<file path="config.mk">
export PLATFORM = sky130hd
export DESIGN_NAME = ifp_ctrl
export DESIGN_NICKNAME = d
export VERILOG_FILES = /design/src/ifp_pkg.sv /design/src/ifp_ctrl.sv /design/src/ifp_prio_pick.sv
export SDC_FILE = /design/constraint.sdc
export NUM_CORES = 1
export LEC_CHECK = 0
export ABC_AREA = 1
export ABC_CLOCK_PERIOD_IN_PS = 66000
export BUFFER_PORTS_ARGS = -buffer_cell sky130_fd_sc_hd__buf_2
export CAP_MARGIN = 20
export CELL_PAD_IN_SITES_DETAIL_PLACEMENT = 0
export CELL_PAD_IN_SITES_GLOBAL_PLACEMENT = 2
export CORE_UTILIZATION = 37
export DETAILED_ROUTE_END_ITERATION = 10
export PLACE_DENSITY_LB_ADDON = 0.15
export SETUP_SLACK_MARGIN = 0.1
export SLEW_MARGIN = 20
export SYNTH_ARGS = -nofsm -noshare
export SYNTH_HDL_FRONTEND = slang
export SYNTH_HIERARCHICAL = 1
export SYNTH_SLANG_ARGS = --single-unit
</file>
<file path="constraint.sdc">
create_clock -name clk_sys -period 66 [get_ports clk_sys]
set_clock_uncertainty 0.2 [all_clocks]
set_input_delay 9.9 -clock clk_sys [delete_from_list [all_inputs] [get_ports clk_sys]]
set_output_delay 9.9 -clock clk_sys [all_outputs]
set_load 0.01 [all_outputs]
</file>
<file path="src/ifp_pkg.sv">
package ifp_pkg;
	// Register port geometry
	localparam int ADDR_W = 4;
	localparam int DATA_W = 16;
	localparam int PRIO_W = 3;
	localparam int NSRC = 40;
	localparam int IDX_W = 6;
	localparam int XSRC = 8;
	localparam int KIND_W = 3;
	// Register word indices on the plain port
	localparam logic [ADDR_W-1:0] OFF_FLAGS_0 = 4'h0;
	localparam logic [ADDR_W-1:0] OFF_FLAGS_1 = 4'h1;
	localparam logic [ADDR_W-1:0] OFF_ENABLES_0 = 4'h2;
	localparam logic [ADDR_W-1:0] OFF_ENABLES_1 = 4'h3;
	localparam logic [ADDR_W-1:0] OFF_PRIORITY_7 = 4'h4;
	localparam logic [ADDR_W-1:0] OFF_PRIORITY_17 = 4'h5;
	localparam logic [ADDR_W-1:0] OFF_FLAGS_X = 4'h6;
	localparam logic [ADDR_W-1:0] OFF_ENABLES_X = 4'h7;
	localparam logic [ADDR_W-1:0] OFF_GROUP_PRIO = 4'h8;
	localparam logic [ADDR_W-1:0] OFF_IRQ_STATUS = 4'h9;
	localparam logic [ADDR_W-1:0] OFF_IRQ_MASK = 4'ha;
	localparam logic [ADDR_W-1:0] OFF_RESET_CAUSE = 4'hb;
	localparam logic [ADDR_W-1:0] OFF_OSC_CTL = 4'hc;
	localparam logic [ADDR_W-1:0] OFF_REQ_VIEW = 4'hd;
	// Implemented bit masks, all other bits read as zero; OSC_WR_MASK covers only the writable oscillator bits
	localparam logic [DATA_W-1:0] FLAGS_0_MASK = 16'h7fff;
	localparam logic [DATA_W-1:0] FLAGS_1_MASK = 16'h000b;
	localparam logic [DATA_W-1:0] PRIO_MASK = 16'h7777;
	localparam logic [DATA_W-1:0] STATUS_MASK = 16'h0003;
	localparam logic [DATA_W-1:0] CAUSE_MASK = 16'h00ff;
	localparam logic [DATA_W-1:0] OSC_WR_MASK = 16'h0700;
	// Flag positions inside the flag words
	localparam int TIMER_C_FLAG = 8;
	localparam int TIMER_B_FLAG = 7;
	localparam int TIMER_A_FLAG = 3;
	localparam int PIN_CHANGE_FLAG = 3;
	localparam int I2C_MASTER_EVENT_FLAG = 1;
	localparam int I2C_SLAVE_EVENT_FLAG = 0;
	// Priority field positions (low bit of each 3-bit field)
	localparam int TIMER_E_PRIORITY = 0;
	localparam int EXT_IRQ_B_PRIORITY = 4;
	localparam int UART_B_RX_PRIORITY = 8;
	localparam int UART_B_TX_PRIORITY = 12;
	localparam int FIELD_PITCH = 4;
	// Reset values
	localparam logic [DATA_W-1:0] ZERO_RST = 16'h0000;
	localparam logic [DATA_W-1:0] PRIO_RST = 16'h4444;
	localparam logic [PRIO_W-1:0] GROUP_PRIO_RST = 3'h4;
	localparam logic [DATA_W-1:0] CAUSE_ONE = 16'h0001;
	// Status event bits
	localparam int EV_REQ_RISE = 0;
	localparam int EV_REQ_FALL = 1;
	// Kinds of reset reported by the reset controller
	localparam logic [KIND_W-1:0] KIND_POWER_ON = 3'h0;
	localparam logic [KIND_W-1:0] KIND_BROWN_OUT = 3'h1;
	// Oscillator control field positions
	localparam int OSC_CUR_LSB = 12;
	localparam int OSC_NEW_LSB = 8;
	localparam int OSC_W = 3;
endpackage

</file>
<file path="src/ifp_ctrl.sv">
// Function
// - Fixed reset values, except the cause and oscillator words, which follow reset kind
// - Oscillator reset from reset kind and configuration
// - Flags set by requests, read/write, reset 0
// - Enable bit 1 lets request through, reset 0
// - Priority 7 highest, 1 lowest, 0 disables
// - Unimplemented bits ignore writes, read zero
// - Flags word 0 timer flags at 8,7,3
// - Flags word 1 pin-change 3, I2C 1,0
// - Enables word 1 matches flags word 1
// - Priority word 7 holds four 3-bit fields
//
// Our own choices: the address map and the plain strobed port.
`timescale 1ns/10ps
`default_nettype none
module ifp_ctrl
(
	input wire logic clk_sys,
	input wire logic sys_rst,
	input wire logic [ifp_pkg::ADDR_W-1:0] reg_addr,
	input wire logic [ifp_pkg::DATA_W-1:0] reg_wdata,
	input wire logic reg_wr,
	input wire logic reg_rd,
	output logic [ifp_pkg::DATA_W-1:0] reg_rdata,
	input wire logic [ifp_pkg::DATA_W-1:0] src_set_0,
	input wire logic [ifp_pkg::DATA_W-1:0] src_set_1,
	input wire logic [ifp_pkg::XSRC-1:0] src_set_x,
	input wire logic [ifp_pkg::KIND_W-1:0] reset_kind,
	input wire logic [ifp_pkg::OSC_W-1:0] oscillator_config_word,
	output logic core_req_valid,
	output logic [ifp_pkg::PRIO_W-1:0] core_req_priority,
	output logic [ifp_pkg::IDX_W-1:0] core_req_source,
	output logic irq_out
);
	import ifp_pkg::*;

	// Software visible state
	logic [DATA_W-1:0] irq_flags_0_r;
	logic [DATA_W-1:0] irq_flags_1_r;
	logic [DATA_W-1:0] irq_enables_0_r;
	logic [DATA_W-1:0] irq_enables_1_r;
	logic [DATA_W-1:0] irq_priority_7_r;
	logic [DATA_W-1:0] irq_priority_17_r;
	logic [XSRC-1:0] flags_x_r; // Flags of prioritised sources
	logic [XSRC-1:0] enables_x_r; // Enables of prioritised sources
	logic [PRIO_W-1:0] group_prio_r; // Level for word 0/1 sources
	logic [DATA_W-1:0] status_r; // Sticky events
	logic [DATA_W-1:0] mask_r; // Event mask
	logic [DATA_W-1:0] reset_cause_control_r;
	logic [DATA_W-1:0] oscillator_control_r;
	// Outputs toward the core
	logic [DATA_W-1:0] rdata_r;
	logic req_valid_r;
	logic [PRIO_W-1:0] req_prio_r;
	logic [IDX_W-1:0] req_src_r;
	logic irq_r;

	// Next values
	logic [DATA_W-1:0] irq_flags_0_nxt;
	logic [DATA_W-1:0] irq_flags_1_nxt;
	logic [XSRC-1:0] flags_x_nxt;
	logic [DATA_W-1:0] status_nxt;
	logic [DATA_W-1:0] mask_nxt;
	logic [DATA_W-1:0] events;
	logic [DATA_W-1:0] cause_rst;
	logic [DATA_W-1:0] osc_rst;
	logic [OSC_W-1:0] osc_rst_src;
	logic rst_cold;

	// Write strobes, one per writable register
	wire wr_f0 = reg_wr && (reg_addr == OFF_FLAGS_0);
	wire wr_f1 = reg_wr && (reg_addr == OFF_FLAGS_1);
	wire wr_e0 = reg_wr && (reg_addr == OFF_ENABLES_0);
	wire wr_e1 = reg_wr && (reg_addr == OFF_ENABLES_1);
	wire wr_p7 = reg_wr && (reg_addr == OFF_PRIORITY_7);
	wire wr_p17 = reg_wr && (reg_addr == OFF_PRIORITY_17);
	wire wr_fx = reg_wr && (reg_addr == OFF_FLAGS_X);
	wire wr_ex = reg_wr && (reg_addr == OFF_ENABLES_X);
	wire wr_gp = reg_wr && (reg_addr == OFF_GROUP_PRIO);
	wire wr_mask = reg_wr && (reg_addr == OFF_IRQ_MASK);
	wire wr_cause = reg_wr && (reg_addr == OFF_RESET_CAUSE);
	wire wr_osc = reg_wr && (reg_addr == OFF_OSC_CTL);
	// Reading status clears it
	wire rd_status = reg_rd && (reg_addr == OFF_IRQ_STATUS);

	// Read view of the pending request
	wire [DATA_W-1:0] req_view = {req_valid_r, 4'h0, req_prio_r,
		2'h0, req_src_r};

	// Read decode; unmapped addresses answer zero
	wire [DATA_W-1:0] rd_mux =
		(reg_addr == OFF_FLAGS_0) ? irq_flags_0_r :
		(reg_addr == OFF_FLAGS_1) ? irq_flags_1_r :
		(reg_addr == OFF_ENABLES_0) ? irq_enables_0_r :
		(reg_addr == OFF_ENABLES_1) ? irq_enables_1_r :
		(reg_addr == OFF_PRIORITY_7) ? irq_priority_7_r :
		(reg_addr == OFF_PRIORITY_17) ? irq_priority_17_r :
		(reg_addr == OFF_FLAGS_X) ? {8'h00, flags_x_r} :
		(reg_addr == OFF_ENABLES_X) ? {8'h00, enables_x_r} :
		(reg_addr == OFF_GROUP_PRIO) ? {13'h0000, group_prio_r} :
		(reg_addr == OFF_IRQ_STATUS) ? status_r :
		(reg_addr == OFF_IRQ_MASK) ? mask_r :
		(reg_addr == OFF_RESET_CAUSE) ? reset_cause_control_r :
		(reg_addr == OFF_OSC_CTL) ? oscillator_control_r :
		(reg_addr == OFF_REQ_VIEW) ? req_view : ZERO_RST;

	// hardware set wins over a same-cycle software clear
	assign irq_flags_0_nxt = ((wr_f0 ? reg_wdata : irq_flags_0_r)
		| src_set_0) & FLAGS_0_MASK;
	assign irq_flags_1_nxt = ((wr_f1 ? reg_wdata : irq_flags_1_r)
		| src_set_1) & FLAGS_1_MASK;
	assign flags_x_nxt = (wr_fx ? reg_wdata[XSRC-1:0] : flags_x_r)
		| src_set_x;

	// Request picker inputs
	logic [NSRC-1:0] req_vec;
	logic [NSRC*PRIO_W-1:0] prio_flat;
	wire [2*DATA_W-1:0] prio_words = {irq_priority_17_r,
		irq_priority_7_r};
	logic pick_valid;
	logic [PRIO_W-1:0] pick_prio;
	logic [IDX_W-1:0] pick_idx;

	genvar g;
	generate
		for (g = 0; g < DATA_W; g++)
		begin : g_base
			assign req_vec[g] = irq_flags_0_r[g] & irq_enables_0_r[g];
			assign req_vec[DATA_W+g] = irq_flags_1_r[g]
				& irq_enables_1_r[g];
			// Word 0/1 sources share one programmable level
			assign prio_flat[g*PRIO_W +: PRIO_W] = group_prio_r;
			assign prio_flat[(DATA_W+g)*PRIO_W +: PRIO_W] = group_prio_r;
		end
		for (g = 0; g < XSRC; g++)
		begin : g_ext
			// field k sits at 4k+2..4k of the priority words
			assign prio_flat[(2*DATA_W+g)*PRIO_W +: PRIO_W] =
				prio_words[g*FIELD_PITCH +: PRIO_W];
			assign req_vec[2*DATA_W+g] = flags_x_r[g] & enables_x_r[g];
		end
	endgenerate

	// zero level drops out inside the picker
	ifp_prio_pick u_pick
	(
		.req_vec(req_vec),
		.prio_flat(prio_flat),
		.best_valid(pick_valid),
		.best_prio(pick_prio),
		.best_idx(pick_idx)
	);

	// Events seen by the interrupt status word
	assign events = {14'h0000, (req_valid_r && !pick_valid),
		(pick_valid && !req_valid_r)};
	// Set wins over the read clear
	assign status_nxt = ((rd_status ? ZERO_RST : status_r) | events)
		& STATUS_MASK;
	assign mask_nxt = (wr_mask ? reg_wdata : mask_r) & STATUS_MASK;

	// cold resets reload from the configuration word
	assign rst_cold = (reset_kind == KIND_POWER_ON)
		|| (reset_kind == KIND_BROWN_OUT);
	// Warm resets keep the running clock, so no glitchy switch
	assign osc_rst_src = rst_cold ? oscillator_config_word :
		oscillator_control_r[OSC_CUR_LSB +: OSC_W];
	assign osc_rst = {1'b0, osc_rst_src, 1'b0, osc_rst_src, 8'h00};
	// Cause word records which kind of reset happened
	assign cause_rst = (CAUSE_ONE << reset_kind) & CAUSE_MASK;

	// Flag words
	always_ff @(posedge clk_sys)
	begin
		if (sys_rst)
		begin
			irq_flags_0_r <= ZERO_RST;
			irq_flags_1_r <= ZERO_RST;
			flags_x_r <= 8'h00;
		end
		else
		begin
			irq_flags_0_r <= irq_flags_0_nxt;
			irq_flags_1_r <= irq_flags_1_nxt;
			flags_x_r <= flags_x_nxt;
		end
	end

	// Enable words
	always_ff @(posedge clk_sys)
	begin
		if (sys_rst)
		begin
			irq_enables_0_r <= ZERO_RST;
			irq_enables_1_r <= ZERO_RST;
			enables_x_r <= 8'h00;
		end
		else
		begin
			// enable bits at the flag positions
			if (wr_e0)
				irq_enables_0_r <= reg_wdata & FLAGS_0_MASK;
			if (wr_e1)
				irq_enables_1_r <= reg_wdata & FLAGS_1_MASK;
			if (wr_ex)
				enables_x_r <= reg_wdata[XSRC-1:0];
		end
	end

	// Priority words
	always_ff @(posedge clk_sys)
	begin
		// priority fields reset to level 4
		if (sys_rst)
		begin
			irq_priority_7_r <= PRIO_RST;
			irq_priority_17_r <= PRIO_RST;
			group_prio_r <= GROUP_PRIO_RST;
		end
		else
		begin
			// gap bits between fields stay zero
			if (wr_p7)
				irq_priority_7_r <= reg_wdata & PRIO_MASK;
			if (wr_p17)
				irq_priority_17_r <= reg_wdata & PRIO_MASK;
			if (wr_gp)
				group_prio_r <= reg_wdata[PRIO_W-1:0];
		end
	end

	// Reset cause and oscillator words
	always_ff @(posedge clk_sys)
	begin
		// both depend on the kind of reset
		if (sys_rst)
		begin
			reset_cause_control_r <= cause_rst;
			oscillator_control_r <= osc_rst;
		end
		else
		begin
			// Software may clear cause bits
			if (wr_cause)
				reset_cause_control_r <= reg_wdata & CAUSE_MASK;
			// Only the requested-oscillator field is writable
			if (wr_osc)
				oscillator_control_r <= (oscillator_control_r
					& ~OSC_WR_MASK) | (reg_wdata & OSC_WR_MASK);
		end
	end

	// Interrupt status, mask and line
	always_ff @(posedge clk_sys)
	begin
		if (sys_rst)
		begin
			status_r <= ZERO_RST;
			mask_r <= ZERO_RST;
			irq_r <= 1'b0;
		end
		else
		begin
			status_r <= status_nxt;
			mask_r <= mask_nxt;
			// Built from next values so the line tracks the bits
			irq_r <= |(status_nxt & mask_nxt);
		end
	end

	// Read data and request outputs
	always_ff @(posedge clk_sys)
	begin
		if (sys_rst)
		begin
			rdata_r <= ZERO_RST;
			req_valid_r <= 1'b0;
			req_prio_r <= 3'h0;
			req_src_r <= 6'h00;
		end
		else
		begin
			// Data stands only in the cycle after the strobe
			rdata_r <= reg_rd ? rd_mux : ZERO_RST;
			req_valid_r <= pick_valid;
			req_prio_r <= pick_prio;
			req_src_r <= pick_idx;
		end
	end

	assign reg_rdata = rdata_r;
	assign core_req_valid = req_valid_r;
	assign core_req_priority = req_prio_r;
	assign core_req_source = req_src_r;
	assign irq_out = irq_r;
endmodule
`default_nettype wire

</file>
<file path="src/ifp_prio_pick.sv">
`timescale 1ns/10ps
`default_nettype none
// Picks the pending source with the highest priority level.
// Ties go to the lowest entry index, so the order is stable.
module ifp_prio_pick
(
	input wire logic [ifp_pkg::NSRC-1:0] req_vec,
	input wire logic [ifp_pkg::NSRC*ifp_pkg::PRIO_W-1:0] prio_flat,
	output logic best_valid,
	output logic [ifp_pkg::PRIO_W-1:0] best_prio,
	output logic [ifp_pkg::IDX_W-1:0] best_idx
);
	import ifp_pkg::*;

	// Effective level per entry, zero when not requesting
	logic [PRIO_W-1:0] eff [NSRC];

	genvar g;
	generate
		for (g = 0; g < NSRC; g++)
		begin : g_eff
			// Level counts only for a live request
			assign eff[g] = req_vec[g] ?
				prio_flat[g*PRIO_W +: PRIO_W] : 3'h0;
		end
	endgenerate

	// Linear scan; strict compare keeps the lowest index on ties
	always_comb
	begin
		best_prio = 3'h0;
		best_idx = 6'h00;
		for (int i = 0; i < NSRC; i++)
		begin
			if (eff[i] > best_prio)
			begin
				best_prio = eff[i];
				best_idx = IDX_W'(i);
			end
		end
		best_valid = (best_prio != 3'h0);
	end
endmodule
`default_nettype wire

</file>
Word-level counts from Yosys, hierarchy flattened

Cells that the tools add are included.

Register bits after elaboration: 134
Output and inout port bits: 27
Input bits: 70

Shift-type cells: 1
$lt $le $gt $ge: 40
Equal/unequal tests: 14
Reduce and logical (&&, ||, !) cells: 26
Bitwise logic cells: 33
Mux-type cells: 129

Operator list:

| cell                                                 | count |
|---|---|
| 2-to-1 mux 16 bit                                    | 14 |
| 2-to-1 mux 3 bit                                     | 71 |
| 2-to-1 mux 5 bit                                     | 16 |
| > comparator 3 bit                                   | 25 |
| 2-to-1 mux 6 bit                                     | 8 |
| 2-to-1 mux 15 bit                                    | 3 |
| > comparator 1 x 3 -> 1 bit (first input constant)   | 14 |
| 2-to-1 mux 4 bit                                     | 9 |
| AND 1 bit                                            | 26 |
| equality test 4 bit (second input constant)          | 6 |
| 2-to-1 mux 8 bit                                     | 3 |
| equality test 4 x 3 -> 1 bit (second input constant) | 4 |
| bitwise OR 16 x 11 -> 16 bit                         | 1 |
| OR reduction 16 bit                                  | 1 |
| logical AND 1 bit                                    | 15 |
| bitwise OR 15 bit                                    | 1 |
| OR reduction 9 bit                                   | 1 |
| equality test 4 x 2 -> 1 bit (second input constant) | 2 |
| 2-to-1 mux 2 bit                                     | 4 |
| bitwise OR 8 bit                                     | 1 |
| left shift 1 x 3 -> 8 bit (first input constant)     | 1 |
| equality test 4 x 1 -> 1 bit (second input constant) | 1 |
| logical NOT 4 bit                                    | 1 |
| bitwise OR 4 bit                                     | 1 |
| other kinds (12)                                     | 14 |

Logic depth before layout (Yosys ltp)

Depth in word-level cells: 88
Mapped depth: 366
Gate-level depth less buffers: 366

By module

Netlist, hierarchy kept.

By module, submodules not included:

| module        | area each (µm²) | instances | cells an instance | sequential area each (µm²) |
|---|---|---|---|---|
| ifp_prio_pick | 6373.6          | 1         | 1054              | 0.0 |
| ifp_ctrl      | 5429.0          | 1         | 736               | 2622.5 |

Worst setup path before layout

OpenSTA, ideal clock, no wires.

Kind: register to register
From: register group_prio_r[0]
To: register req_src_r[3] (netlist: core_req_source[3])
Setup slack: 24870 ps
Path buffers: 0
Arrival: 40865 ps
Clock period less this slack: 41130 ps
Stages on the path, launching flop included: 332
Setup time: 65 ps
Cell sequence: dfxtp_1 > nand2_1 > inv_1 > ha_1 > nand3_1 > nand2_2 > nand2_1 > nand2_1 > ha_1 > nand2_1 > o21ai_2 > nand2_2 > clkinv_1 > nand2_2 > and2_2 > ha_1 > nand2_1 > nor2_1 > [... 296 more ...] > ha_1 > a31oi_1 > nand2_1 > inv_1 > a31oi_1 > inv_1 > nand3_2 > and2_1 > ha_1 > nand2_1 > o21ai_0 > o21ai_1 > inv_1 > nor4_1 > nand2_1 > a31oi_1 > inv_1 > nor2_1

Word-level cells in the longest chain between the ends: 81

Ends and longest elaborated chain:

| item                                | line                | source |
|---|---|---|
| start: declaration                  | ifp_ctrl.sv:46      | `logic [PRIO_W-1:0] group_prio_r;` |
| start signal: assignment            | ifp_ctrl.sv:228     | `group_prio_r <= reg_wdata[PRIO_W-1:0];` |
| 2-to-1 mux 3 bit                    | ifp_prio_pick.sv:23 | `assign eff[g] = req_vec[g] ?` |
| > comparator 3 x 1 -> 1 bit         | ifp_prio_pick.sv:35 | `if (eff[i] > best_prio)` |
| 2-to-1 mux 3 bit                    | ifp_prio_pick.sv:35 |  |
| > comparator 3 bit                  | ifp_prio_pick.sv:35 |  |
| 2-to-1 mux 3 bit                    | ifp_prio_pick.sv:35 |  |
| > comparator 3 bit                  | ifp_prio_pick.sv:35 |  |
| 2-to-1 mux 3 bit                    | ifp_prio_pick.sv:35 |  |
| > comparator 3 bit                  | ifp_prio_pick.sv:35 |  |
| [... 65 more ...]                   | n/a                 |  |
| > comparator 3 bit                  | ifp_prio_pick.sv:35 |  |
| 2-to-1 mux 3 bit                    | ifp_prio_pick.sv:35 |  |
| > comparator 3 bit                  | ifp_prio_pick.sv:35 |  |
| 2-to-1 mux 3 bit                    | ifp_prio_pick.sv:35 |  |
| > comparator 3 bit                  | ifp_prio_pick.sv:35 |  |
| 2-to-1 mux 3 bit                    | ifp_prio_pick.sv:35 |  |
| > comparator 3 bit                  | ifp_prio_pick.sv:35 |  |
| OR reduction 9 bit (no source line) | n/a                 |  |
| end signal: assignment              | ifp_ctrl.sv:287     | `req_src_r <= pick_idx;` |
| end: declaration                    | ifp_ctrl.sv:55      | `logic [IDX_W-1:0] req_src_r;` |

Parallel ways exist; a longest one is shown, timed or not.
A chain may end at the register's enable or synchronous reset.

Worst setup path in the final report

From: register group_prio_r[2]
To: register req_src_r[4] (netlist: core_req_source[4])

The elaborated chain is that of the path after synthesis.

==> impl_metrics.py <==
metrics = {
    "status": {
        "outcome": "finished clean",
    },
    "synth": {
        "async_flop_share_pct": 0,
        "synth.top_cell.area_share_pct": 18.7,
        "yosysUniqueCellTypes": 45,
        "syn-cell-area_sq_um": 11800,
        "yosysTopAreaCell": "dfxtp_1",
        "synth-seq-cells": 124,
        "avgSynthCellArea_sq_um": 6.59,
        "synth_seq_area_share_pct": 22.2,
        "synthTopCellsByArea": "dfxtp_1 (19%), nand2_1 (18%), ha_1 (12%)",
        "synth_edf_count": 14,
        "synth_ff_type": "dfxtp_1",
        "synth_cells": 1790,
        "yosysWarnings": 6,
    },
    "clock_tree": {
        "clkTransAtPathRegs_ns": 0.06,
        "cts_tree": "yes",
        "postCtsSetupBuffers": 0,
        "clockBufferDepth": 2,
        "cts_resized": 0,
        "clock-sinks": 124,
        "cts.root.buffer_cell": "clkbuf_16",
        "ctsHoldBuffers": 0,
        "numCtsBuffers": 17,
        "htree_levels": 4,
        "clk_latency_ns": 0.43,
    },
    "job": {
        "cap_violations": 0,
    },
    "detailed_routing": {
        "wl_per_cell_um": 15.7,
        "vias": 11300,
        "first_iter_violations": 540,
        "firstDrtPassIters": 5,
        "wl_um": 36600,
        "drcViolationCount": 0,
        "viasPerCell": 4.85,
        "ant_nets": 0,
    },
    "worst_setup_path": {
        "timing.rr.start": "group_prio_r[2]",
        "r2r-end": "core_req_source[4]",
        "reg2regPathDepth": 329,
        "crit_type": "flop to flop",
        "critPathMostFrequentCell": "nand2_1",
        "cp_data_required_time_ns": 66.15,
        "cp-start-kind": "flop",
        "r2r_setup_slack_ns": 18.56,
        "slowest_stage": "nor4_1",
        "cpPeakStageDelay_ns": 0.72,
        "crit_fanout": 33,
        "cp-end-kind": "flop",
        "cp_data_arrival_time_ns": 47.59,
    },
    "min_path": {
        "hold_class": "flop to flop",
        "worstHoldStart": "group_prio_r[2]",
        "hold_depth": 2,
        "min_to": "group_prio_r[2]",
    },
    "sta": {
        "maxClockFrequency_mhz": 21.1,
        "finalCriticalPeriod_ns": 47.44,
        "post-route-period-util_pct": 71.9,
        "setup_viol_count_final": 0,
        "rsz0062_at_grt": "no",
        "whs_ns": 0.264,
        "maxSlewHeadroom_pct": 44.6,
        "maxSlewViolCount": 0,
        "timing_hold_violations_final": 0,
        "tns_ns": 0,
        "worst_slew_pin_slew_ns": 0.831,
    },
    "finish": {
        "multiInputGateArea_sq_um": 7580,
        "regArea_sq_um": 2620,
        "nFillCells": 3401,
        "nets": 2103,
        "syn_to_final_growth_pct": 13.2,
        "drive_gt1_share_pct": 16.9,
    },
    "place": {
        "io_buffer_count": 81,
        "hpwlAfterDp_um": 29300,
        "gp_congestion": 0.851,
    },
    "global_routing": {
        "grt_pass1_wl_um": 58700,
        "grt_overflow_total": 0,
        "grt_pass1_vias": 11100,
        "antenna_found_initial": 2,
        "grt_max_degree": 64,
        "grt_usage_pct": 22.9,
    },
    "floorplanning": {
        "core_area_sq_um": 31500,
        "die_area_sq_um": 32600,
        "initial_utilization_pct": 37.5,
        "die_w_um": 181,
        "rows": 65,
        "dieHeight_um": 181,
        "io_pins": 97,
    },
}
-- Yosys cell counts, types with 2 or more instances --
cell type / count
nand2_1: 565
inv_1: 290
ha_1: 117
dfxtp_1: 110
nand3_2: 110
a21oi_1: 83
nand3_1: 81
o21ai_0: 71
a31oi_1: 70
nor2_1: 68
inv_2: 38
bufinv_8: 22
clkbuf_1: 19
o22ai_1: 18
and2_1: 17
o21ai_1: 15
edfxtp_1: 14
nand2_2: 12
nand4_1: 8
nor4_1: 7
o211ai_1: 7
nor2_4: 6
buf_2: 5
a221oi_1: 4
a32o_1: 3
mux2_2: 3
nand2_4: 3
a21oi_2: 2
buf_1: 2
buf_4: 2
nor2_2: 2
o2111ai_1: 2
o31ai_1: 2
-- cell type report --
class / instances / area share (%)
multi-input combinational: 1332 / 56.8
sequential: 124 / 19.6
inverter: 354 / 12.4
tap: 402 / 3.77
clock buffer: 19 / 3.40
timing repair buffer: 87 / 3.37
clock inverter: 12 / 0.665
antenna: 1 / 0.0187
-- cell families after synthesis --
| family | count (synthesis) | synth area share [%] |
|---|---|---|
| mux | 3 | 0.286 |
| fa+ha+maj | 117 | 12.4 |
| buf+inv | 383 | 15.1 |
| flops | 124 | 22.2 |
| simple gates | 882 | 36.5 |
| other cells | 1 | 0.0318 |
| compound gates | 280 | 13.5 |
-- cells in the final DEF, fill, tap and decap left out, types with 8 or more instances in the layout --
master     count
nand2_1      565
inv_1        290
ha_1         117
nand3_2      110
dfxtp_1      109
a21oi_1       83
nand3_1       81
buf_2         81
o21ai_0       70
a31oi_1       70
nor2_1        67
conb_1        50
inv_2         38
bufinv_8      22
o22ai_1       18
clkbuf_16     18
and2_1        17
o21ai_1       16
edfxtp_1      14
nand2_2       12
nand4_1        8
-- state kept, by name, indices dropped and copies added, names as in the netlist, 6 cells and up --
name                   count
reg_rdata                 16
irq_enables_0_r           15
irq_flags_0_r             15
irq_priority_17_r         12
irq_priority_7_r          12
enables_x_r                8
flags_x_r                  8
reset_cause_control_r      8
core_req_source            6
oscillator_control_r       6
-- worst max-delay path, delay by kind of cell (launching register included) --
family                     cells  cell delay (ns)
and+or+nand+nor              129            12.40
AOI/OAI and AO/OA             71            13.56
DFF                            1             0.33
adders and majority gates     39            10.16
buffers and inverters         90            10.63
-- per-stage QoR --
stage | instances | util, % | setup WS (ns) | area [sq um]
after floorplan | 1839 | - | 24.87 | 12000
after global routing | 2331 | 42.4 | 13.45 | 13400
after detailed placement | 2299 | 40.7 | 18.61 | 12800
after global placement | 2299 | 40.7 | 18.66 | 12800
final | 2331 | 42.4 | 18.56 | 13400
after CTS | 2330 | 42.4 | 18.44 | 13400
-- routing by layer --
layer | part of all wire, % | routed length [um] | GRT usage, % | vias to the layer above
met3 | 2.0 | 717 | 2.08 | 40
li1 | - | - | - | 6014
met1 | 48 | 17500 | 29.6 | 5116
met2 | 48 | 17500 | 40.1 | 143
met5 | 0 | 0 | 0 | -
met4 | 2.2 | 804 | 7.28 | 0
-- how the worst max path moves through the flow --
stage / start / end / slack [ns] / cells past startpoint
floorplan: group_prio_r[0] / core_req_source[3] / 24.87 / 331
global placement: group_prio_r[2] / core_req_source[3] / 18.66 / 329
detailed placement: group_prio_r[2] / core_req_source[3] / 18.61 / 330
CTS: group_prio_r[2] / core_req_source[3] / 18.44 / 329
global route: group_prio_r[2] / core_req_source[4] / 13.45 / 329
finish: group_prio_r[2] / core_req_source[4] / 18.56 / 329
Power is not shown: default switching activity piles up to over one toggle a cycle in this logic, so the estimate is an artifact.
